**src/ocs_pkg.sv**
```systemverilog
// Notes on behaviour
// Bus runs at one quarter of source.
// Four internal rates; 4 MHz after reset.
// Crystal mode offers three frequency ranges.
// Stop disables oscillators unless run-in-stop set.
// Times-four clock equals selected source rate.
// Times-two clock is half the times-four.
// Signed trim; larger trim lengthens period.
// Software copies factory trim into register.
// Internal source plus pin enable drives clock.
// Software selects crystal first, may precharge.
// External option makes input pin clock input.
// Software waits stabilization before requesting switch.
// Request bit set only after that delay.
// Two external rising edges confirm activity first.
// Done flag set before internal oscillator stops.
// Select codes: internal, clock, RC, crystal.
// Clearing select and request returns to internal.
// External clock mode forces pin enable clear.
// Internal clock keeps running while confirming.
`default_nettype none
package ocs_pkg;
    // Register byte offsets on the APB.
    localparam logic [7:0] OCS_CTRL_OFS = 8'h00;
    localparam logic [7:0] OCS_TRIM_OFS = 8'h04;
    localparam logic [7:0] OCS_STAT_OFS = 8'h08;

    // Control register field positions.
    localparam int OCS_SEL_LSB   = 0;
    localparam int OCS_RANGE_LSB = 2;
    localparam int OCS_FREQ_LSB  = 4;
    localparam int OCS_REQ_BIT   = 6;
    localparam int OCS_PINEN_BIT = 7;
    localparam int OCS_DONE_BIT  = 8;

    // Source select codes.
    localparam logic [1:0] OCS_SRC_INT  = 2'h0;
    localparam logic [1:0] OCS_SRC_EXT  = 2'h1;
    localparam logic [1:0] OCS_SRC_RC   = 2'h2;
    localparam logic [1:0] OCS_SRC_XTAL = 2'h3;

    // Internal frequency select codes.
    localparam logic [1:0] OCS_FREQ_4M  = 2'h0;
    localparam logic [1:0] OCS_FREQ_8M  = 2'h1;
    localparam logic [1:0] OCS_FREQ_13M = 2'h2;
    localparam logic [1:0] OCS_FREQ_26M = 2'h3;

    // Crystal range codes; the fourth code is passed to the amplifier unchanged.
    localparam logic [1:0] OCS_XR_LOW  = 2'h0;
    localparam logic [1:0] OCS_XR_MID  = 2'h1;
    localparam logic [1:0] OCS_XR_HIGH = 2'h2;

    // Reset values.
    localparam logic [7:0] OCS_TRIM_RST  = 8'h80;
    localparam logic [1:0] OCS_FREQ_RST  = OCS_FREQ_4M;
    localparam logic [1:0] OCS_RANGE_RST = OCS_XR_MID;

    // Rates in kHz; periods are pclk cycles in 1/256 units.
    localparam int OCS_PCLK_KHZ = 100000;
    localparam int OCS_F4_KHZ   = 4000;
    localparam int OCS_F8_KHZ   = 8000;
    localparam int OCS_F13_KHZ  = 12800;
    localparam int OCS_F26_KHZ  = 25600;
    localparam int OCS_FRAC     = 256;
    localparam int OCS_PW       = 14;
    localparam logic [OCS_PW-1:0] OCS_STEP = OCS_PW'(OCS_FRAC);
    localparam logic [OCS_PW-1:0] OCS_PER_4M =
        OCS_PW'(OCS_FRAC * OCS_PCLK_KHZ / OCS_F4_KHZ);
    localparam logic [OCS_PW-1:0] OCS_PER_8M =
        OCS_PW'(OCS_FRAC * OCS_PCLK_KHZ / OCS_F8_KHZ);
    localparam logic [OCS_PW-1:0] OCS_PER_13M =
        OCS_PW'(OCS_FRAC * OCS_PCLK_KHZ / OCS_F13_KHZ);
    localparam logic [OCS_PW-1:0] OCS_PER_26M =
        OCS_PW'(OCS_FRAC * OCS_PCLK_KHZ / OCS_F26_KHZ);
    localparam logic [OCS_PW-1:0] OCS_TRIM_MID = 14'h0080;

    // External rising edges needed before changeover.
    localparam logic [1:0] OCS_EDGE_NEED = 2'h2;
    localparam logic [1:0] OCS_DIV_LAST  = 2'h3;

    typedef enum logic [2:0]
    {
        OCS_ST_INT  = 3'b001,
        OCS_ST_WAIT = 3'b010,
        OCS_ST_EXT  = 3'b100
    } ocs_state_e;
endpackage
`default_nettype wire

```
**src/ocs_clock_switch.sv**
```systemverilog
// The implementer's own choices: the APB register port and the placing of the registers.
`timescale 1ns/1ps
`default_nettype none
module ocs_clock_switch
(
    input  wire logic        pclk,                // 100 MHz clock.
    input  wire logic        presetn,             // Async reset, low.
    input  wire logic        psel,                // APB select.
    input  wire logic        penable,             // APB enable.
    input  wire logic        pwrite,              // APB direction.
    input  wire logic [7:0]  paddr,               // APB byte address.
    input  wire logic [31:0] pwdata,              // APB write data.
    output logic      [31:0] prdata,              // APB read data.
    output logic             pready,              // APB ready.
    output logic             pslverr,             // Unmapped access.
    input  wire logic        osc_in_pin,          // External clock.
    input  wire logic        sys_stop_osc_enable, // High outside stop.
    input  wire logic        run_in_stop_option,  // Keep osc in stop.
    output logic             source_rate_clock,   // Source tick.
    output logic             half_source_clock,   // Half-rate tick.
    output logic             bus_clock_en,        // Quarter-rate tick.
    output logic             osc_in_clock_mode,   // Input pin is clock.
    output logic             osc_out_pin,         // Output pin level.
    output logic             osc_out_pin_oe,      // Output pin drive.
    output logic      [1:0]  crystal_amp_range,   // Amplifier range.
    output logic             internal_osc_on      // Internal osc runs.
);
    import ocs_pkg::*;

    logic [1:0]        sel_r;
    logic [1:0]        range_r;
    logic [1:0]        freq_r;
    logic              req_r;
    logic              pinen_r;
    logic [7:0]        trim_r;
    logic              done_r;
    logic              int_run_r;
    logic              in_q_r;
    logic [1:0]        edge_cnt_r;
    logic [1:0]        div_cnt_r;
    ocs_state_e        state_r;
    ocs_state_e        state_nxt;
    logic [OCS_PW-1:0] base_period;
    logic [OCS_PW-1:0] int_period;
    logic              int_tick;

    // Bus decode; ready rises for the access cycle, no wait states.
    logic        acc_ok;
    logic        wr_en;
    logic        hit_ctrl;
    logic        hit_trim;
    logic        hit_stat;
    logic        mapped;
    logic [31:0] rd_data;
    assign acc_ok   = psel && penable && pready;
    assign wr_en    = acc_ok && pwrite && mapped;
    assign hit_ctrl = paddr == OCS_CTRL_OFS;
    assign hit_trim = paddr == OCS_TRIM_OFS;
    assign hit_stat = paddr == OCS_STAT_OFS;
    assign mapped   = hit_ctrl || hit_trim || hit_stat;

    // Read mux; reserved and unmapped bits read as zero.
    logic [31:0] ctrl_word;
    logic [31:0] stat_word;
    assign ctrl_word = {23'h0, done_r, pinen_r, req_r,
                        freq_r, range_r, sel_r};
    assign stat_word = {27'h0, state_r, int_run_r, done_r};
    assign rd_data   = hit_ctrl ? ctrl_word :
                       hit_trim ? {24'h0, trim_r} :
                       hit_stat ? stat_word : 32'h0;

    // Next control values from a write to the control word.
    logic       ctrl_wr;
    logic [1:0] sel_nxt;
    logic       pinen_nxt;
    assign ctrl_wr   = wr_en && hit_ctrl;
    assign sel_nxt   = ctrl_wr ? pwdata[OCS_SEL_LSB +: 2] : sel_r;
    assign pinen_nxt = (ctrl_wr ? pwdata[OCS_PINEN_BIT] : pinen_r)
                       && (sel_nxt != OCS_SRC_EXT);

    // Bus answer registers; read data is captured in the setup cycle.
    always_ff @(posedge pclk or negedge presetn)
    begin
        if (!presetn)
        begin
            pready  <= 1'b0;
            pslverr <= 1'b0;
            prdata  <= 32'h0;
        end
        else
        begin
            pready  <= psel && !penable;
            pslverr <= psel && !penable && !mapped;
            prdata  <= (psel && !penable) ? rd_data : 32'h0;
        end
    end

    // Software-held control fields. The factory trim is never fetched
    // here; software must write it, so reset leaves the mid value.
    always_ff @(posedge pclk or negedge presetn)
    begin
        if (!presetn)
        begin
            sel_r   <= OCS_SRC_INT;
            range_r <= OCS_RANGE_RST;
            freq_r  <= OCS_FREQ_RST;
            req_r   <= 1'b0;
            pinen_r <= 1'b0;
            trim_r  <= OCS_TRIM_RST;
        end
        else
        begin
            pinen_r <= pinen_nxt;
            if (ctrl_wr)
            begin
                sel_r   <= sel_nxt;
                range_r <= pwdata[OCS_RANGE_LSB +: 2];
                freq_r  <= pwdata[OCS_FREQ_LSB +: 2];
                req_r   <= pwdata[OCS_REQ_BIT];
            end
            if (wr_en && hit_trim)
                trim_r <= pwdata[7:0];
        end
    end

    // Internal period: base rate from the select, then signed trim.
    // A bigger trim byte gives a longer period and a slower clock.
    assign base_period = (freq_r == OCS_FREQ_26M) ? OCS_PER_26M :
                         (freq_r == OCS_FREQ_13M) ? OCS_PER_13M :
                         (freq_r == OCS_FREQ_8M)  ? OCS_PER_8M  :
                                                    OCS_PER_4M;
    assign int_period  = base_period + {6'h0, trim_r}
                         - OCS_TRIM_MID;

    ocs_int_osc
    #(
        .PW      (OCS_PW)
    )
    u_int_osc
    (
        .pclk    (pclk),
        .presetn (presetn),
        .run     (int_run_r),
        .period  (int_period),
        .step    (OCS_STEP),
        .tick    (int_tick)
    );

    // Stop gating: the system enable shuts oscillators down in stop
    // unless the run-in-stop option holds them on. A plain external
    // clock is not an oscillator of ours and is never gated.
    logic osc_run;
    logic is_int;
    logic is_ext;
    logic is_xtal;
    logic ext_rise;
    logic ext_ok;
    assign osc_run  = sys_stop_osc_enable || run_in_stop_option;
    assign is_int   = sel_r == OCS_SRC_INT;
    assign is_ext   = sel_r == OCS_SRC_EXT;
    assign is_xtal  = sel_r == OCS_SRC_XTAL;
    assign ext_rise = osc_in_pin && !in_q_r;
    assign ext_ok   = ext_rise && !is_int
                      && (is_ext || osc_run);

    // Changeover sequence: wait for two live edges, then hand over.
    always_comb
    begin
        state_nxt = state_r;
        unique case (state_r)
            OCS_ST_INT:
                if (req_r && !is_int)
                    state_nxt = OCS_ST_WAIT;
            OCS_ST_WAIT:
                if (!req_r || is_int)
                    state_nxt = OCS_ST_INT;
                else if (ext_ok
                         && edge_cnt_r == OCS_EDGE_NEED - 2'h1)
                    state_nxt = OCS_ST_EXT;
            OCS_ST_EXT:
                if (!req_r && is_int)
                    state_nxt = OCS_ST_INT;
            default:
                state_nxt = OCS_ST_INT;
        endcase
    end

    // Done is raised at the handover edge; the internal oscillator is
    // stopped one edge later, so no source gap or runt tick appears.
    always_ff @(posedge pclk or negedge presetn)
    begin
        if (!presetn)
        begin
            state_r    <= OCS_ST_INT;
            done_r     <= 1'b0;
            int_run_r  <= 1'b1;
            in_q_r     <= 1'b0;
            edge_cnt_r <= 2'h0;
        end
        else
        begin
            state_r    <= state_nxt;
            done_r     <= state_nxt == OCS_ST_EXT;
            int_run_r  <= osc_run && !done_r;
            in_q_r     <= osc_in_pin;
            edge_cnt_r <= (state_r != OCS_ST_WAIT) ? 2'h0 :
                          ext_ok ? edge_cnt_r + 2'h1 : edge_cnt_r;
        end
    end

    // Source tick: internal until done; the internal ticks keep
    // flowing through the whole confirmation wait.
    logic st_ext;
    logic src_tick;
    assign st_ext   = state_r == OCS_ST_EXT;
    assign src_tick = st_ext ? ext_ok : int_tick;

    // Pin control: the crystal owns the output pin as an amplifier;
    // internal or RC may put the source clock on it when enabled.
    logic pin_drive;
    assign pin_drive = pinen_r && (is_int || sel_r == OCS_SRC_RC)
                       && !st_ext;

    // Dividers and pin outputs, all registered.
    always_ff @(posedge pclk or negedge presetn)
    begin
        if (!presetn)
        begin
            div_cnt_r         <= 2'h0;
            source_rate_clock <= 1'b0;
            half_source_clock <= 1'b0;
            bus_clock_en      <= 1'b0;
            osc_in_clock_mode <= 1'b0;
            osc_out_pin       <= 1'b0;
            osc_out_pin_oe    <= 1'b0;
            crystal_amp_range <= OCS_RANGE_RST;
            internal_osc_on   <= 1'b1;
        end
        else
        begin
            div_cnt_r         <= src_tick ? div_cnt_r + 2'h1 : div_cnt_r;
            source_rate_clock <= src_tick;
            half_source_clock <= src_tick && div_cnt_r[0];
            bus_clock_en      <= src_tick
                                 && div_cnt_r == OCS_DIV_LAST;
            osc_in_clock_mode <= !is_int;
            osc_out_pin_oe    <= is_xtal || pin_drive;
            osc_out_pin       <= is_xtal ? !osc_in_pin
                                 : pin_drive && src_tick;
            crystal_amp_range <= range_r;
            internal_osc_on   <= int_run_r;
        end
    end
endmodule
`default_nettype wire

```
**src/ocs_int_osc.sv**
```systemverilog
`timescale 1ns/1ps
`default_nettype none
// Internal oscillator model: a fractional accumulator that emits one
// tick per oscillator period, so odd rates fit a single fast clock.
module ocs_int_osc
#(
    parameter int PW = 14
)
(
    input  wire logic          pclk,    // System clock.
    input  wire logic          presetn, // Async reset, active low.
    input  wire logic          run,     // Oscillator enabled.
    input  wire logic [PW-1:0] period,  // Period, 1/256 cycles.
    input  wire logic [PW-1:0] step,    // One pclk in 1/256 units.
    output logic               tick     // One pulse per period.
);
    logic [PW-1:0] acc_r;
    logic [PW-1:0] acc_sum;
    logic          wrap;

    // Wrap when a whole period has been accumulated.
    assign acc_sum = acc_r + step;
    assign wrap    = acc_sum >= period;

    // Stopped oscillator restarts from phase zero.
    always_ff @(posedge pclk or negedge presetn)
    begin
        if (!presetn)
        begin
            acc_r <= '0;
            tick  <= 1'b0;
        end
        else if (!run)
        begin
            acc_r <= '0;
            tick  <= 1'b0;
        end
        else
        begin
            acc_r <= wrap ? acc_sum - period : acc_sum;
            tick  <= wrap;
        end
    end
endmodule
`default_nettype wire

```
**config.mk**
```make
export PLATFORM = sky130hd
export DESIGN_NAME = ocs_clock_switch
export DESIGN_NICKNAME = d
export VERILOG_FILES = /design/src/ocs_pkg.sv /design/src/ocs_clock_switch.sv /design/src/ocs_int_osc.sv
export SDC_FILE = /design/constraint.sdc
export NUM_CORES = 1
export LEC_CHECK = 0
export BUFFER_PORTS_ARGS = -buffer_cell sky130_fd_sc_hd__buf_2
export CAP_MARGIN = 20
export CORE_MARGIN = 8
export CORE_UTILIZATION = 51
export DETAILED_ROUTE_END_ITERATION = 8
export PLACE_DENSITY = 0.75
export SETUP_SLACK_MARGIN = 0.05
export SLEW_MARGIN = 40
export SYNTH_ARGS = -nofsm -noshare
export SYNTH_HDL_FRONTEND = slang
export SYNTH_HIERARCHICAL = 1
export SYNTH_SLANG_ARGS = --single-unit
```
**constraint.sdc**
```tcl
create_clock -name pclk -period 6.35 [get_ports pclk]
set_clock_uncertainty 0.05 [all_clocks]
set_input_delay 0.635 -clock pclk [delete_from_list [all_inputs] [get_ports pclk]]
set_output_delay 0.635 -clock pclk [all_outputs]
set_load 0.1 [all_outputs]
```
==> results.yml <==
route:
  wl_per_cell_um: 14.9
  drt_iter0_drc: 127
  via_per_inst: 5.49
  detail-route-antenna-nets: 0
  vias: 3621
  drt_first_pass_iters: 4
  wirelength_mm: 9.85
  drc_errors: 0
run_status:
  status: "complete, no violations"
critical_path:
  endpoint_kind: "flip-flop"
  timing.critical_path.slowest_cell_delay_ns: 0.45
  cp_top_family: "adder cells"
  start_kind: "flip-flop"
  slowest_stage: "o21ai_4"
  rrSetupSlack_ns: 2.09
  r2r-end: "u_int_osc/acc_r[10]"
  worstSetupPathType: "flip-flop to flip-flop"
  reg2regPathDepth: 18
  regToRegStartpoint: "freq_r[0]"
  crit_chain: "inv_1 -> ha_1 -> ha_1 -> ha_1 -> inv_1 -> fa_1 -> nor2b_1 -> o31a_1 -> nor3_1 -> o21ai_0 -> inv_1 -> ha_1 -> and2_1 -> and3_1 -> nand3_1 -> o21ai_4 -> nand4_1 -> a21oi_1"
  cpMostUsedCell: "ha_1"
  critPathArrivalTime_ns: 4.46
  crit_buf_inv: 3
  cp_max_fo: 17
  cp.required_ns: 6.56
yosys:
  synth-edff-count: 0
  synthDistinctLibCells: 71
  synthTopCellsByArea: "dfrtp_1, ha_1, buf_4, a21oi_1, dfstp_2"
  synth_top_area_share: 0.300
  async_reset_ff_frac: 1.00
  ys.flop_type: "dfrtp_1"
  synth_seq_area_share: 0.335
  synth_area_mm2: 0.00459
  netlist_top_cells_count: "dfrtp_1, ha_1, inv_1, a21oi_1"
  synth_cells: 486
  synth_area_per_cell_um2: 9.44
  yosysTopAreaCell: "dfrtp_1"
  yosysMostFrequentCell: "dfrtp_1"
  yosysWarnings: 6
  ys_ff_latch: 61
global_routing:
  grt_use_total: 0.157
  overflow: 0
  grt_max_degree: 62
  grt_pass1_wl_mm: 16.3
  antenna_found_initial: 0
  grt_pass1_vias: 3505
clock_tree:
  cts_hold_buf: 0
  cts.sinks: 61
  ctsResizeCount: 0
  cts_made_buffers: 9
  post_cts_buffers: 0
  clockBufferDepth: 2
  path_clk_slew_ns: 0.07
  htreeDepth: 3
  clock_latency_ns: 0.34
  cts_tree: "built"
  cts-root-buf: "clkbuf_8"
sta:
  tightest_slew_ns: 0.597
  max_freq_ghz: 0.235
  hold_viol: 0
  setup_tns_ns: 0
  slew_violations: 0
  setup_viol: 0
  worst_slack_ns: 2.09
  rsz0062_at_grt: "false"
  period_needed_ns: 4.26
  finalCritPeriodShare: 0.671
  max_slew_margin: 0.598
pwr:
  seqPwrFrac: 0.183
  leakage_uw: 0.00252
  clockPowerShare: 0.152
  switching_share: 0.468
  irDropWorstVdd_mv: 0.221
  pwr-share-comb: 0.665
  power.density_mw_per_mm2: 524
  p_sw_uw: 1250
  total_power_uw: 2680
  p_int_uw: 1420
place:
  dp_hpwl_mm: 7.64
  gp_congestion: 0.854
  io_buffers: 43
  dp_worst_setup_slack_ns: 2.15
min_path:
  min_path_type: "input port to asynchronous set/reset pin"
floorplanning:
  initial_core_util: 0.526
  core-area_mm2: 0.00872
  dieArea_mm2: 0.0123
  io_pins: 91
  die_x_um: 111
  die_y_um: 111
  rows: 34
layout:
  n_fill_cell: 741
  fin_util: 0.586
  antenna_cells: 0
  areaGrowthSynthToFinish_pct: 11.4
  fin_nets: 643
  drive_above_1_share: 0.176
run:
  cap_violations: 0
## layout make-up
cell class,instances,area [um2],share of cell area
clock buffer,13,169,0.0331
clock inverter,3,67.6,0.0132
inverter,42,158,0.0309
multi-input combinational,388,2800,0.549
sequential,61,1530,0.300
tap,108,135,0.0265
timing repair buffer,45,243,0.0475
## kinds of logic after synthesis
kind of cell             share of synthesized area
AND/OR/NAND/NOR                              0.154
AO/OA/AOI/OAI                                0.201
buffers and inverters                       0.0868
flip-flops                                   0.335
adder cells (fa/ha/maj)                      0.136
XOR/XNOR                                    0.0439
multiplexers                                0.0426
other                                      0.00164
## sequential cells by signal, indices dropped and copies added (netlist names), 2 cells and up
register / cells
range_r: 2
prdata: 9
sel_r: 2
freq_r: 2
trim_r: 8
crystal_amp_range: 2
edge_cnt_r: 2
div_cnt_r: 2
u_int_osc/acc_r: 14
state_r: 3
## metrics by stage
stage	hold slack, ns	instances	area, um2
finish	0.187	660	5110
global route	0.199	660	5110
CTS	0.329	659	5080
detailed placement	0.319	643	4850
global placement	0.320	643	4850
floorplan	0.289	524	4730
## worst max path at each step
stage / from / to / depth (start not counted) / slack (ns)
floorplan: freq_r[0] / u_int_osc/acc_r[12] / 19 / 2.57
global placement: freq_r[0] / u_int_osc/acc_r[12] / 18 / 2.23
detailed placement: freq_r[0] / u_int_osc/acc_r[2] / 18 / 2.15
CTS: freq_r[0] / u_int_osc/acc_r[11] / 18 / 2.10
global route: freq_r[0] / u_int_osc/acc_r[10] / 18 / 1.74
finish: freq_r[0] / u_int_osc/acc_r[10] / 18 / 2.09
## layout by cell type (no fill, tap or decap), types with 5 or more instances in the layout
| cell type | synthesis | routed |
|---|---|---|
| nand4_1 | 5 | 5 |
| dfrtp_1 | 55 | 55 |
| clkbuf_8 | 0 | 12 |
| nor3_1 | 13 | 13 |
| and2_1 | 10 | 10 |
| a21o_1 | 15 | 15 |
| inv_1 | 41 | 41 |
| o21a_1 | 5 | 5 |
| buf_2 | 3 | 43 |
| conb_1 | 2 | 40 |
| ha_1 | 45 | 45 |
| xnor2_1 | 17 | 17 |
| nor2_1 | 27 | 27 |
| a211oi_1 | 8 | 8 |
| nand3_1 | 14 | 14 |
| a21oi_1 | 33 | 33 |
| nor2b_1 | 5 | 5 |
| nand2b_1 | 6 | 6 |
| mux2_2 | 11 | 11 |
| nand2_1 | 27 | 27 |
| and3_1 | 5 | 5 |
| xor2_1 | 6 | 6 |
| o21ai_0 | 21 | 21 |
| dfstp_2 | 6 | 6 |
| or3_1 | 5 | 5 |
## layer usage
metal | up-vias | track usage | wire length, um
met5 | - | 0 | 0
met4 | 0 | 0.0604 | 195
met3 | 17 | 0.0390 | 429
met2 | 85 | 0.267 | 4760
met1 | 1720 | 0.186 | 4460
li1 | 1799 | - | -
## power groups by stage
stage / Sequential [uW] / Combinational [uW] / Clock (uW)
floorplan: 556 / 1420 / 0
global placement: 496 / 1680 / 0
detailed placement: 499 / 1720 / 0
CTS: 492 / 1740 / 411
global route: 497 / 1960 / 428
finish: 491 / 1780 / 406
(Power assumes the default switching activity.)
